==> config.mk <==
export PLATFORM = sky130hd
export DESIGN_NAME = apfs_bank
export DESIGN_NICKNAME = d
export VERILOG_FILES = /design/src/apfs_bank.v /design/src/apfs_sync.v
export VERILOG_INCLUDE_DIRS = /design/src /design/src/src
export SDC_FILE = /design/constraint.sdc
export NUM_CORES = 1
export LEC_CHECK = 0
export ABC_CLOCK_PERIOD_IN_PS = 1100
export BUFFER_PORTS_ARGS = -buffer_cell sky130_fd_sc_hd__buf_2
export CAP_MARGIN = 10
export CORE_ASPECT_RATIO = 1.4
export CORE_MARGIN = 2
export CORE_UTILIZATION = 40
export CTS_CLUSTER_SIZE = 28
export DETAILED_ROUTE_END_ITERATION = 16
export PLACE_DENSITY = 0.68
export SYNTH_ARGS = -nofsm -noshare
export SYNTH_HDL_FRONTEND = slang
export SYNTH_HIERARCHICAL = 1
export SYNTH_SLANG_ARGS = --single-unit
==> constraint.sdc <==
create_clock -name clk_i -period 1.1 [get_ports clk_i]
set_input_delay 0.055 -clock clk_i [delete_from_list [all_inputs] [get_ports clk_i]]
set_output_delay 0.055 -clock clk_i [all_outputs]
set_load 0.02 [all_outputs]
==> src/apfs_regs.vh <==
// register offsets, implemented-bit masks and reset values of the analog select bank
`ifndef APFS_REGS_VH
`define APFS_REGS_VH

// word offsets on the register port
`define APFS_OFF_PORT_A      4'h0
`define APFS_OFF_PORT_B      4'h1
`define APFS_OFF_PORT_C      4'h2
`define APFS_OFF_PORT_D      4'h3
`define APFS_OFF_READ_A      4'h4
`define APFS_OFF_READ_B      4'h5
`define APFS_OFF_READ_C      4'h6
`define APFS_OFF_READ_D      4'h7

// implemented bits per register, full package
`define APFS_MASK_A          16'h06C0
`define APFS_MASK_B          16'hFFFF
`define APFS_MASK_C          16'h6010
`define APFS_MASK_D          16'h00C0

// implemented bits per register, small package
`define APFS_MASK_A_SMALL    16'h0000
`define APFS_MASK_C_SMALL    16'h6000

// reset value of every implemented bit: analog mode
`define APFS_RESET_ALL       16'hFFFF

`endif

==> src/apfs_bank.v <==
// analog/digital function select registers for ports a to d with read gating
//
// What this block does
// - a select bit of one makes the pin analog and blocks its digital read path.
// - a select bit of zero makes the pin digital and port reads return its sampled level.
// - select register bits with no pin behind them read as zero.
// - port b select holds all sixteen bits, read/write, reset to one.
// - port a select holds bits 10:9 and 7:6, read/write, reset to one, others unimplemented.
// - port c select holds bits 14:13 and 4, read/write, reset to one, others read zero.
// - port d select holds bits 7:6 only, read/write, reset to one, others read zero.
// - in the small package the port a select register is absent.
// - in the small package port c bit 4 is absent and reads zero.
// - a port read of an analog pin returns low whatever the pin voltage.
//
// Implementation choices: the address map and the address-and-strobe port.
`timescale 1ns/1ns
`include "apfs_regs.vh"
module apfs_bank #(
  parameter SMALL_PACKAGE = 0,
  parameter ADDR_WIDTH    = 4
) (
  // clock and reset
  input  wire                  clk_i,
  input  wire                  resetn_i,
  // register port
  input  wire [ADDR_WIDTH-1:0] addr_i,
  input  wire [15:0]           wdata_i,
  input  wire                  wr_i,
  input  wire                  rd_i,
  output reg  [15:0]           rdata_o,
  // raw pin levels from the pads
  input  wire [15:0]           pin_a_i,
  input  wire [15:0]           pin_b_i,
  input  wire [15:0]           pin_c_i,
  input  wire [15:0]           pin_d_i,
  // per pin analog selects to direction and read gating
  output reg  [15:0]           port_a_analog_select_o,
  output reg  [15:0]           port_b_analog_select_o,
  output reg  [15:0]           port_c_analog_select_o,
  output reg  [15:0]           port_d_analog_select_o,
  // gated digital levels for the port read path
  output reg  [15:0]           pin_a_level_o,
  output reg  [15:0]           pin_b_level_o,
  output reg  [15:0]           pin_c_level_o,
  output reg  [15:0]           pin_d_level_o
);

  // ==========================================================
  // implemented-bit masks
  // ==========================================================

  // package option strips port a and port c bit 4
  localparam [15:0] MASK_A = (SMALL_PACKAGE != 0) ? `APFS_MASK_A_SMALL : `APFS_MASK_A;
  localparam [15:0] MASK_B = `APFS_MASK_B;
  localparam [15:0] MASK_C = (SMALL_PACKAGE != 0) ? `APFS_MASK_C_SMALL : `APFS_MASK_C;
  localparam [15:0] MASK_D = `APFS_MASK_D;

  // address compare, shared by write and read decode
  function hit;
    input [ADDR_WIDTH-1:0] a;
    input [3:0]            off;
    begin
      hit = (a == {{(ADDR_WIDTH-4){1'b0}}, off});
    end
  endfunction

  // ==========================================================
  // select registers
  // ==========================================================

  wire [15:0] pin_a_sync;
  wire [15:0] pin_b_sync;
  wire [15:0] pin_c_sync;
  wire [15:0] pin_d_sync;

  // unimplemented bits are held at zero so they can never steer a pin
  always @(posedge clk_i or negedge resetn_i) begin
    if (!resetn_i) begin
      port_a_analog_select_o <= `APFS_RESET_ALL & MASK_A;
      port_b_analog_select_o <= `APFS_RESET_ALL & MASK_B;
      port_c_analog_select_o <= `APFS_RESET_ALL & MASK_C;
      port_d_analog_select_o <= `APFS_RESET_ALL & MASK_D;
    end else if (wr_i) begin
      if (hit(addr_i, `APFS_OFF_PORT_A)) begin
        port_a_analog_select_o <= wdata_i & MASK_A;
      end else if (hit(addr_i, `APFS_OFF_PORT_B)) begin
        port_b_analog_select_o <= wdata_i & MASK_B;
      end else if (hit(addr_i, `APFS_OFF_PORT_C)) begin
        port_c_analog_select_o <= wdata_i & MASK_C;
      end else if (hit(addr_i, `APFS_OFF_PORT_D)) begin
        port_d_analog_select_o <= wdata_i & MASK_D;
      end
    end
  end

  // ==========================================================
  // pin sampling and read gating
  // ==========================================================

  // pads are asynchronous to the system clock
  apfs_sync #(.WIDTH(16)) u_sync_a (.clk_i(clk_i), .resetn_i(resetn_i), .async_i(pin_a_i), .sync_o(pin_a_sync));
  apfs_sync #(.WIDTH(16)) u_sync_b (.clk_i(clk_i), .resetn_i(resetn_i), .async_i(pin_b_i), .sync_o(pin_b_sync));
  apfs_sync #(.WIDTH(16)) u_sync_c (.clk_i(clk_i), .resetn_i(resetn_i), .async_i(pin_c_i), .sync_o(pin_c_sync));
  apfs_sync #(.WIDTH(16)) u_sync_d (.clk_i(clk_i), .resetn_i(resetn_i), .async_i(pin_d_i), .sync_o(pin_d_sync));

  // gate with the stored select; software must wait a cycle after clearing one
  always @(posedge clk_i or negedge resetn_i) begin
    if (!resetn_i) begin
      pin_a_level_o <= 16'h0000;
      pin_b_level_o <= 16'h0000;
      pin_c_level_o <= 16'h0000;
      pin_d_level_o <= 16'h0000;
    end else begin
      pin_a_level_o <= pin_a_sync & ~port_a_analog_select_o;
      pin_b_level_o <= pin_b_sync & ~port_b_analog_select_o;
      pin_c_level_o <= pin_c_sync & ~port_c_analog_select_o;
      pin_d_level_o <= pin_d_sync & ~port_d_analog_select_o;
    end
  end

  // ==========================================================
  // read port
  // ==========================================================

  // data stands only in the cycle after the strobe; unmapped reads return zero
  always @(posedge clk_i or negedge resetn_i) begin
    if (!resetn_i) begin
      rdata_o <= 16'h0000;
    end else if (rd_i) begin
      if (hit(addr_i, `APFS_OFF_PORT_A)) begin
        rdata_o <= port_a_analog_select_o & MASK_A;
      end else if (hit(addr_i, `APFS_OFF_PORT_B)) begin
        rdata_o <= port_b_analog_select_o;
      end else if (hit(addr_i, `APFS_OFF_PORT_C)) begin
        rdata_o <= port_c_analog_select_o & MASK_C;
      end else if (hit(addr_i, `APFS_OFF_PORT_D)) begin
        rdata_o <= port_d_analog_select_o & MASK_D;
      end else if (hit(addr_i, `APFS_OFF_READ_A)) begin
        rdata_o <= pin_a_level_o;
      end else if (hit(addr_i, `APFS_OFF_READ_B)) begin
        rdata_o <= pin_b_level_o;
      end else if (hit(addr_i, `APFS_OFF_READ_C)) begin
        rdata_o <= pin_c_level_o;
      end else if (hit(addr_i, `APFS_OFF_READ_D)) begin
        rdata_o <= pin_d_level_o;
      end else begin
        rdata_o <= 16'h0000;
      end
    end else begin
      rdata_o <= 16'h0000;
    end
  end

endmodule

==> src/apfs_sync.v <==
// two-flop synchroniser for a bank of pin levels
`timescale 1ns/1ns
module apfs_sync #(
  parameter WIDTH = 16
) (
  // clock and reset
  input  wire             clk_i,
  input  wire             resetn_i,
  // levels
  input  wire [WIDTH-1:0] async_i,
  output reg  [WIDTH-1:0] sync_o
);

  reg [WIDTH-1:0] stage;

  // first stage is read only by the second
  always @(posedge clk_i or negedge resetn_i) begin
    if (!resetn_i) begin
      stage  <= {WIDTH{1'b0}};
      sync_o <= {WIDTH{1'b0}};
    end else begin
      stage  <= async_i;
      sync_o <= stage;
    end
  end

endmodule

==> results of run 1 <==
repair_timing:
item | CTS | global route
buffers inserted | 31 | 14
pin swaps | 5 | 11
endpoints found under the setup margin | 112 | 121
hold buffers | 82 | 0
endpoints found under the hold margin | 323 | 0
cloned | 0 | 0
gates resized for setup | 224 | 26
cell type report:
| type | count | area (um2) |
|---|---|---|
| Fill cell | 1386 | 7108 |
| Inverter | 20 | 75.07 |
| Multi-Input combinational cell | 208 | 1627 |
| Clock inverter | 9 | 106.4 |
| Clock buffer | 31 | 645.6 |
| Tap cell | 248 | 310.3 |
| Sequential cell | 233 | 5867 |
| Timing Repair Buffer | 374 | 3405 |
Yosys cell counts (5+ instances only):
cell	number
o22ai_1	9
nor2b_1	28
mux4_2	5
a221oi_2	9
dfrtp_1	208
nand2_1	10
mux2_1	5
inv_1	20
dfstp_2	25
buf_6	6
mux2i_1	11
o21ai_0	11
mux2_2	22
a21oi_1	20
and3_1	6
a211oi_2	9
buf_4	40
worst reg2reg max path: stages (launching register included):
cell and delay [ns]:
dfstp_2 0.38, buf_6 0.11, mux2i_1 0.13, o21ai_1 0.09, o311a_1 0.31, o21a_1 0.20
power by group through the flow:
stage               registers (mW)  logic, mW  clock network (mW)
floorplan                     10.5      0.930                   0
global placement              9.90       2.75                   0
detailed placement            9.94       2.80                   0
CTS                           9.83       4.08                7.91
global route                  9.91       4.56                8.31
finish                        9.84       4.31                7.74
path summary, 6_finish.rpt:
kind                                                start                    endpoint  slack [ns]
worst min register to register          u_sync_a/stage[6]          u_sync_a/sync_o[6]        0.34
max in group asynchronous                        resetn_i  port_b_analog_select_o[14]        0.46
worst max-delay path            port_b_analog_select_o[7]                  rdata_o[7]       -0.23
min in group clk_i                              addr_i[3]                  rdata_o[9]        0.09
worst max register to register  port_b_analog_select_o[7]                  rdata_o[7]       -0.23
worst min-delay path                             resetn_i            pin_b_level_o[1]        0.07
cells by family (layout without fill, tap and decap cells):
group / Yosys count / after routing / synth area share, %
DFF: 233 / 233 / 75.42
buffers and inverters: 77 / 434 / 6.455
AOI/OAI and AO/OA: 67 / 67 / 6.874
and+or+nand+nor: 59 / 59 / 4.427
muxes: 43 / 43 / 6.777
other: 1 / 39 / 0.04825
layer usage:
| layer | part of all wire, % | wire length, um | GRT usage [%] | vias up |
|---|---|---|---|---|
| li1 | - | - | - | 2296 |
| met1 | 36 | 7451 | 22.13 | 2563 |
| met2 | 56 | 11500 | 36.53 | 201 |
| met3 | 4.7 | 979 | 3.673 | 54 |
| met4 | 3.3 | 678 | 8.296 | 0 |
| met5 | 0 | 0 | 0 | - |
==> results.toml, run 1 <==
[timing]
fin_crit_ns = 1.331
setup-tns-final_ns = -6.253
report.final.setup_viol = 67
hold_viol_final = 0
fmax_mhz = 751.2
fin_worst_skew_ns = 0.01070
whs_ns = 0.07162
finalCritPeriodShare_pct = 121.0
slew_violations = 0
rsz0062_at_grt = "true"
fin_ws_ns = -0.2312

[logic_synthesis]
synth_top_area_cell = "dfrtp_1"
yosysSeqAreaShare_pct = 75.42
syn_inst = 480
yosys.area.top_type_share_pct = 66.97
synth-seq-cells = 233
synth_edf_count = 0
ys_warn_count = 6
synth_area_per_cell_um2 = 16.19
synth_cell_types = 36
synth_flop_cell = "dfrtp_1"
ys_top_cells_by_area = "dfrtp_1 (67%), dfstp_2 (8.5%), buf_4 (3.9%), mux2_2 (3.2%), nor2b_1 (2.3%)"
syn_area_um2 = 7772
synthArstFlopShare_pct = 100.0

[power_and_ir_drop]
pwr-share-comb_pct = 19.7
power_switching_mw = 5.584
netSwitchingFraction_pct = 25.51
clockPowerShare_pct = 35.4
p_int_mw = 16.30
p_per_area_nw_per_um2 = 1818
max-vdd-ir-drop_mv = 1.212
power_frac_seq_pct = 45.0
p_leak_nw = 5.728
power_mw = 21.89

[clock_tree]
clk_pin_slew_ns = 0.07
cts_tree = "done"
htreeDepth = 1
clk_latency_ns = 0.50
cts_buffers = 22
cts.sinks = 233
clockRootBuffer = "clkbuf_16"
cts_max_path_buffers = 3

[setup_path]
r2r_cells = 5
required_ns = 1.48
crit_type = "reg2reg"
cp_max_fo = 3
crit_chain = "buf_6 -> mux2i_1 -> o21ai_1 -> o311a_1 -> o21a_1"
start_kind = "flop"
slowest_delay_ns = 0.38
cp.buffers_inverters = 1
crit_cells = 5
cp-end-kind = "flop"
crit_family = "compound AO/OA/AOI/OAI gates"
arrival_ns = 1.71
slowest_stage = "dfstp_2"

[layout]
antennaDiodeCount = 0
utilization_pct = 62.87
layout_common_cells = "dfrtp_1 (204), buf_6 (127), buf_2 (87)"
post-route-cell-area_um2 = 12040
drive_gt1_share_pct = 48.46
fin_cells = 1123
layout.nets = 947
area_growth_pct = 54.85
mostFrequentLayoutCell = "dfrtp_1"

[placed_design]
gp_congestion = 0.7725
io_buffers = 192
place_area_um2 = 9321
dpl.cell_count = 956
pre_cts_ws_ns = -0.2043
hpwl_um = 12900

[global_routing]
track_usage_pct = 19.82
gr-total-overflow = 0
antenna_found_initial = 0
grt_pass1_vias = 5696
grt_max_degree = 47
grt_pass1_wl_um = 30640

[detailed_routing]
first_pass_iters = 4
wl_per_cell_um = 18.36
ant_nets = 0
drtIter0Drc = 182
dr_total_vias = 5114
viasPerCell = 4.554
drcViolationCount = 0
drt_wl_total_um = 20610

[floorplan]
die_height_um = 168.9
core_um2 = 19140
die_w_um = 121.8
io_pins = 232
die_area_um2 = 20580
num_rows = 60
start_util_pct = 40.60

[status]
status = "complete, but fails checks"
violations = "negative setup slack"

[min_path]
hold_class = "in2async"

[run]
drv_cap = 0
Note: power is estimated with default switching activity, not from simulation.
==> run 2: changes to the inputs <==
- CORE_MARGIN: 2 -> unset
- RECOVER_POWER: unset -> 25
==> run 2 against run 1 <==
Effect of this change:
- the flow finishes with violations (design-rule violations, negative setup slack)
- final cell count fell by 0.45%
- first-iteration DRC count is 46% higher
- maximum frequency is 0.86% higher
- sequential power about the same
==> results.toml, run 2 (synthesized netlist as in run 1, its figures left out) <==
[detailed_routing]
drtIter0Drc = 265
dr_total_vias = 5102
drt_wl_total_um = 19880
ant_nets = 0
wl_per_cell_um = 17.78
drcViolationCount = 2
viasPerCell = 4.564
first_pass_iters = 11

[timing]
finalCritPeriodShare_pct = 120.0
slew_violations = 0
fmax_mhz = 757.7
fin_ws_ns = -0.2198
report.final.setup_viol = 56
rsz0062_at_grt = "true"
hold_viol_final = 0
slew_headroom_pct = 45.07
fin_crit_ns = 1.320
tightest_slew_ns = 0.8239
fin_worst_skew_ns = 0.009709

[global_routing]
gr-total-overflow = 0
grt_max_degree = 63
grt_pass1_vias = 5639
antenna_found_initial = 1
track_usage_pct = 19.88
grt_pass1_wl_um = 30150

[power_and_ir_drop]
netSwitchingFraction_pct = 25.10
clockPowerShare_pct = 37.6
power_switching_mw = 5.655
p_per_area_nw_per_um2 = 1868
max-vdd-ir-drop_mv = 1.405
p_int_mw = 16.88
power_mw = 22.53
power_frac_seq_pct = 43.7
p_leak_nw = 5.735
pwr-share-comb_pct = 18.8

[min_path]
hold_depth = 5
hold_class = "in2reg"
hold_start = "addr_i[3]"
hold_end = "rdata_o[9]"

[setup_path]
slowest_stage = "dfstp_2"
cp_common_cell = "buf_6"
required_ns = 1.04
start_kind = "flop"
slowest_delay_ns = 0.55
reg2reg_slack_ns = -0.20
cp-end-kind = "output pin"
r2r_cells = 4
cp_max_fo = 2
arrival_ns = 1.26
r2r_start = "pin_d_level_o[13]"
crit_type = "reg2out"
crit_chain = "buf_6 -> buf_6"
worst_r2r_endpoint = "rdata_o[13]"

[layout]
fillers = 1363
multi_input_area_um2 = 1630
utilization_pct = 63.01
layout.nets = 941
mostFrequentLayoutCell = "dfrtp_1"
drive_gt1_share_pct = 48.33
layout_common_cells = "dfrtp_1 (204), buf_6 (122), buf_2 (88)"
area_growth_pct = 55.20
post-route-cell-area_um2 = 12060
seqCellArea_um2 = 5867
fin_cells = 1118

[clock_tree]
clk_latency_ns = 0.50
htreeDepth = 1
cts_buffers = 23
cts_tree = "done"
clockRootBuffer = "clkbuf_16"
cts_max_path_buffers = 3
cts.sinks = 233
clk_pin_slew_ns = 0.06

[floorplan]
core_um2 = 19140
start_util_pct = 40.60
io_pins = 232
die_area_um2 = 20000
die_height_um = 166.9
die_w_um = 119.8
num_rows = 60

[placed_design]
dpl.cell_count = 950
io_buffers = 192
place_area_um2 = 9314
hpwl_um = 12730
gp_congestion = 0.8001

[run]
drv_cap = 0

[status]
status = "complete, but fails checks"
violations = "design-rule violations, negative setup slack"
[run 2: changes by cell type in the layout (fill, tap and decap cells not counted), sizes merged]
cell,before,now
inv,21,22
buf,292,281
bufinv,2,5
diode,0,1
clkinvlp,0,1
[run 2: final cells by class]
| class | instances | share of cell area [%] |
|---|---|---|
| flip-flops and latches | 233 | 48.64 |
| repair buffers | 367 | 27.76 |
| multi-input cells | 208 | 13.52 |
| clock buffers | 27 | 5.145 |
| well taps | 248 | 2.572 |
| clock inverters | 14 | 1.732 |
| inverters | 20 | 0.6223 |
| diodes | 1 | 0.02074 |
[run 2: through the flow]
stage	TNS [ns]	hold WS [ns]	setup WS (ns)
2_1_floorplan	-1.004	-0.2406	-0.1888
3_3_place_gp	-3.960	-0.06928	-0.1847
3_5_place_dp	-4.783	-0.07052	-0.2033
4_1_cts	-6.377	0.001029	-0.2341
5_1_grt	-13.80	0.05155	-0.2548
6_report	-6.055	0.05567	-0.2198
[run 2: repair_timing]
| action | CTS | global route |
|---|---|---|
| setup buffers | 32 | 14 |
| hold endpoints to repair | 323 | 0 |
| hold buffers | 82 | 0 |
| pin swaps | 1 | 12 |
| setup endpoints to repair | 107 | 116 |
| resized for setup | 213 | 31 |
[run 2: power groups by stage]
stage	logic [mW]	registers, mW	clock network [mW]
2_1_floorplan	0.930	10.5	0
3_3_place_gp	2.72	9.91	0
3_5_place_dp	2.78	9.94	0
4_1_cts	4.01	9.83	8.62
5_1_grt	4.47	9.91	9.01
6_report	4.23	9.84	8.47
[run 2: worst max-delay path by stage]
stage                         startpoint                        end  slack, ns
2_1_floorplan          pin_d_level_o[13]                rdata_o[13]      -0.19
3_3_place_gp                   addr_i[0]                rdata_o[15]      -0.18
3_5_place_dp                   addr_i[0]                rdata_o[15]      -0.20
4_1_cts        port_d_analog_select_o[7]  port_d_analog_select_o[7]      -0.23
5_1_grt        port_d_analog_select_o[7]  port_d_analog_select_o[7]      -0.25
6_report       port_b_analog_select_o[0]  port_b_analog_select_o[0]      -0.22
[run 2: worst max-delay path, delay by kind of cell, from the launching register on]
kind	cells	cell delay (ns)
buf+inv	2	0.22
flops	1	0.55
[run 2: layer usage]
| layer | global-route usage, % | vias up | wire [um] |
|---|---|---|---|
| met5 | 0 | - | 0 |
| met4 | 9.076 | 0 | 799 |
| met3 | 3.253 | 52 | 994 |
| met2 | 36.04 | 212 | 10930 |
| met1 | 22.70 | 2552 | 7161 |
| li1 | - | 2286 | - |
==> run 3: changes to the inputs <==
- ABC_CLOCK_PERIOD_IN_PS: 1100 -> 1400
- PLACE_DENSITY: 0.68 -> 0.66
- TNS_END_PERCENT: unset -> 30
- clock period: 1.1 -> 1.4 ns (I/O delays scaled with it)
==> run 3 against run 2 <==
Effect of this change:
- the run now ends clean
- via count shrank 7.4%
- largest power group unchanged
- power down 27%
- first-iteration DRC count is 38% lower
- clock-buffer cell count grew 1
- combinational power shrank 52%
- design area down 12%
- register-to-register slack improved by 0.28 ns
- clock skew up 0.0014 ns
==> results.toml, run 3 (synthesized netlist as in run 1, its figures left out) <==
[setup_path]
slowest_stage = "dfstp_2"
start_kind = "flop"
crit_type = "reg2out"
cp.buffers_inverters = 1
r2r_start = "pin_d_level_o[13]"
cp-endpoint = "port_b_analog_select_o[8]"
crit_cells = 1
crit_family = "flip-flops"
reg2reg_slack_ns = 0.08
r2r_cells = 4
cp-end-kind = "output pin"
cp_max_fo = 5
required_ns = 1.33
crit_chain = "buf_2"
cp-startpoint = "port_b_analog_select_o[8]"
worst_r2r_endpoint = "rdata_o[13]"
slowest_delay_ns = 0.58
arrival_ns = 1.26

[layout]
layout.nets = 868
drive_gt1_share_pct = 39.70
layout_common_cells = "dfrtp_1 (208), buf_2 (184), dlygate4sd3_1 (83)"
mostFrequentLayoutCell = "dfrtp_1"
utilization_pct = 55.55
area_growth_pct = 36.82
antennaDiodeCount = 0

[timing]
report.final.setup_viol = 0
fin_ws_ns = 0.06874
fin_crit_ns = 1.331
fin_worst_skew_ns = 0.01110
finalCritPeriodShare_pct = 95.09
rsz0062_at_grt = "false"
tightest_slew_ns = 0.6839
whs_ns = 0.06722
slew_headroom_pct = 54.41
fmax_mhz = 751.2
slew_violations = 0
hold_viol_final = 0
setup-tns-final_ns = 0

[detailed_routing]
drt_wl_total_um = 17910
ant_nets = 0
viasPerCell = 4.526
drtIter0Drc = 164
drcViolationCount = 0
first_pass_iters = 6
wl_per_cell_um = 17.15
dr_total_vias = 4725

[placed_design]
gp_congestion = 0.7632
io_buffers = 192
pre_cts_ws_ns = -0.1213
hpwl_um = 12160

[power_and_ir_drop]
p_leak_nw = 5.102
max-vdd-ir-drop_mv = 1.076
p_per_area_nw_per_um2 = 1555

[global_routing]
antenna_found_initial = 0
grt_max_degree = 77
gr-total-overflow = 0
grt_pass1_wl_um = 27740
grt_pass1_vias = 5106
track_usage_pct = 18.25

[floorplan]
die_area_um2 = 20000
io_pins = 232
start_util_pct = 40.60
num_rows = 60
core_um2 = 19140
die_w_um = 119.8
die_height_um = 166.9

[min_path]
hold_class = "in2reg"

[status]
status = "finished, final reports clean"

[clock_tree]
post_cts_buffers = 0
htreeDepth = 1
clockRootBuffer = "clkbuf_16"
cts.sinks = 233
clk_latency_ns = 0.50
cts_max_path_buffers = 3
cts_buffers = 23
clk_pin_slew_ns = 0.07
cts_tree = "done"

[run]
drv_cap = 0
-- run 3: changes by cell type in the layout (fill, tap and decap cells not counted), moves of 3 or more --
cell	previous run	this run
buf_6	122	0
buf_2	88	184
buf_4	58	13
a21oi_1	9	20
a21oi_2	11	0
buf_12	13	5
clkbuf_1	3	10
o21ai_0	6	11
dfrtp_1	204	208
dfrtp_2	4	0
o21ai_1	4	0
mux2_2	19	22
mux2_4	3	0
-- run 3: metrics by stage --
stage | std cells | area [um2] | power (mW)
floorplan | 518 | 7915 | 8.941
global placement | 920 | 8987 | 9.705
detailed placement | 920 | 8987 | 9.782
CTS | 1044 | 10660 | 16.73
global route | 1044 | 10630 | 17.19
finish | 1044 | 10630 | 16.54
-- run 3: cell type report --
class                           count  area (um2)
Clock buffer                       28       614.3
Clock inverter                     13       222.7
Timing Repair Buffer              294        1998
Inverter                           20       75.07
Sequential cell                   233        5862
Multi-Input combinational cell    208        1551
Fill cell                        1566        8509
Tap cell                          248       310.3
-- run 3: repair_timing --
item | 4_1_cts | 5_1_grt
hold buffers | 83 | 0
resized for setup | 0 | 0
endpoints found under the hold margin | 318 | 0
-- run 3: how the worst min path moves through the flow --
| stage | slack, ns | end | cells after the start | startpoint |
|---|---|---|---|---|
| after floorplan | -0.23 | pin_a_level_o[0] | 0 | resetn_i |
| after global placement | -0.11 | pin_a_level_o[5] | 1 | resetn_i |
| after detailed placement | -0.10 | u_sync_a/sync_o[5] | 1 | resetn_i |
| after CTS | 0.05 | rdata_o[7] | 3 | addr_i[3] |
| after global routing | 0.05 | rdata_o[7] | 3 | addr_i[3] |
| final | 0.07 | rdata_o[7] | 3 | addr_i[3] |
-- run 3: power breakdown --
part | switching [mW] | internal (mW) | leakage, nW
Combinational | 1.22 | 0.831 | 1.96
Sequential | 0.374 | 7.40 | 2.74
Clock | 2.48 | 4.23 | 0.402
Total | 4.08 | 12.5 | 5.10
-- run 3: metal layers --
| layer | routed length (um) | track usage (%) | share of wire (%) |
|---|---|---|---|
| met5 | 0 | 0 | 0 |
| met4 | 519 | 7.011 | 2.9 |
| met3 | 906 | 3.116 | 5.1 |
| met2 | 9859 | 33.40 | 55 |
| met1 | 6620 | 21.01 | 37 |
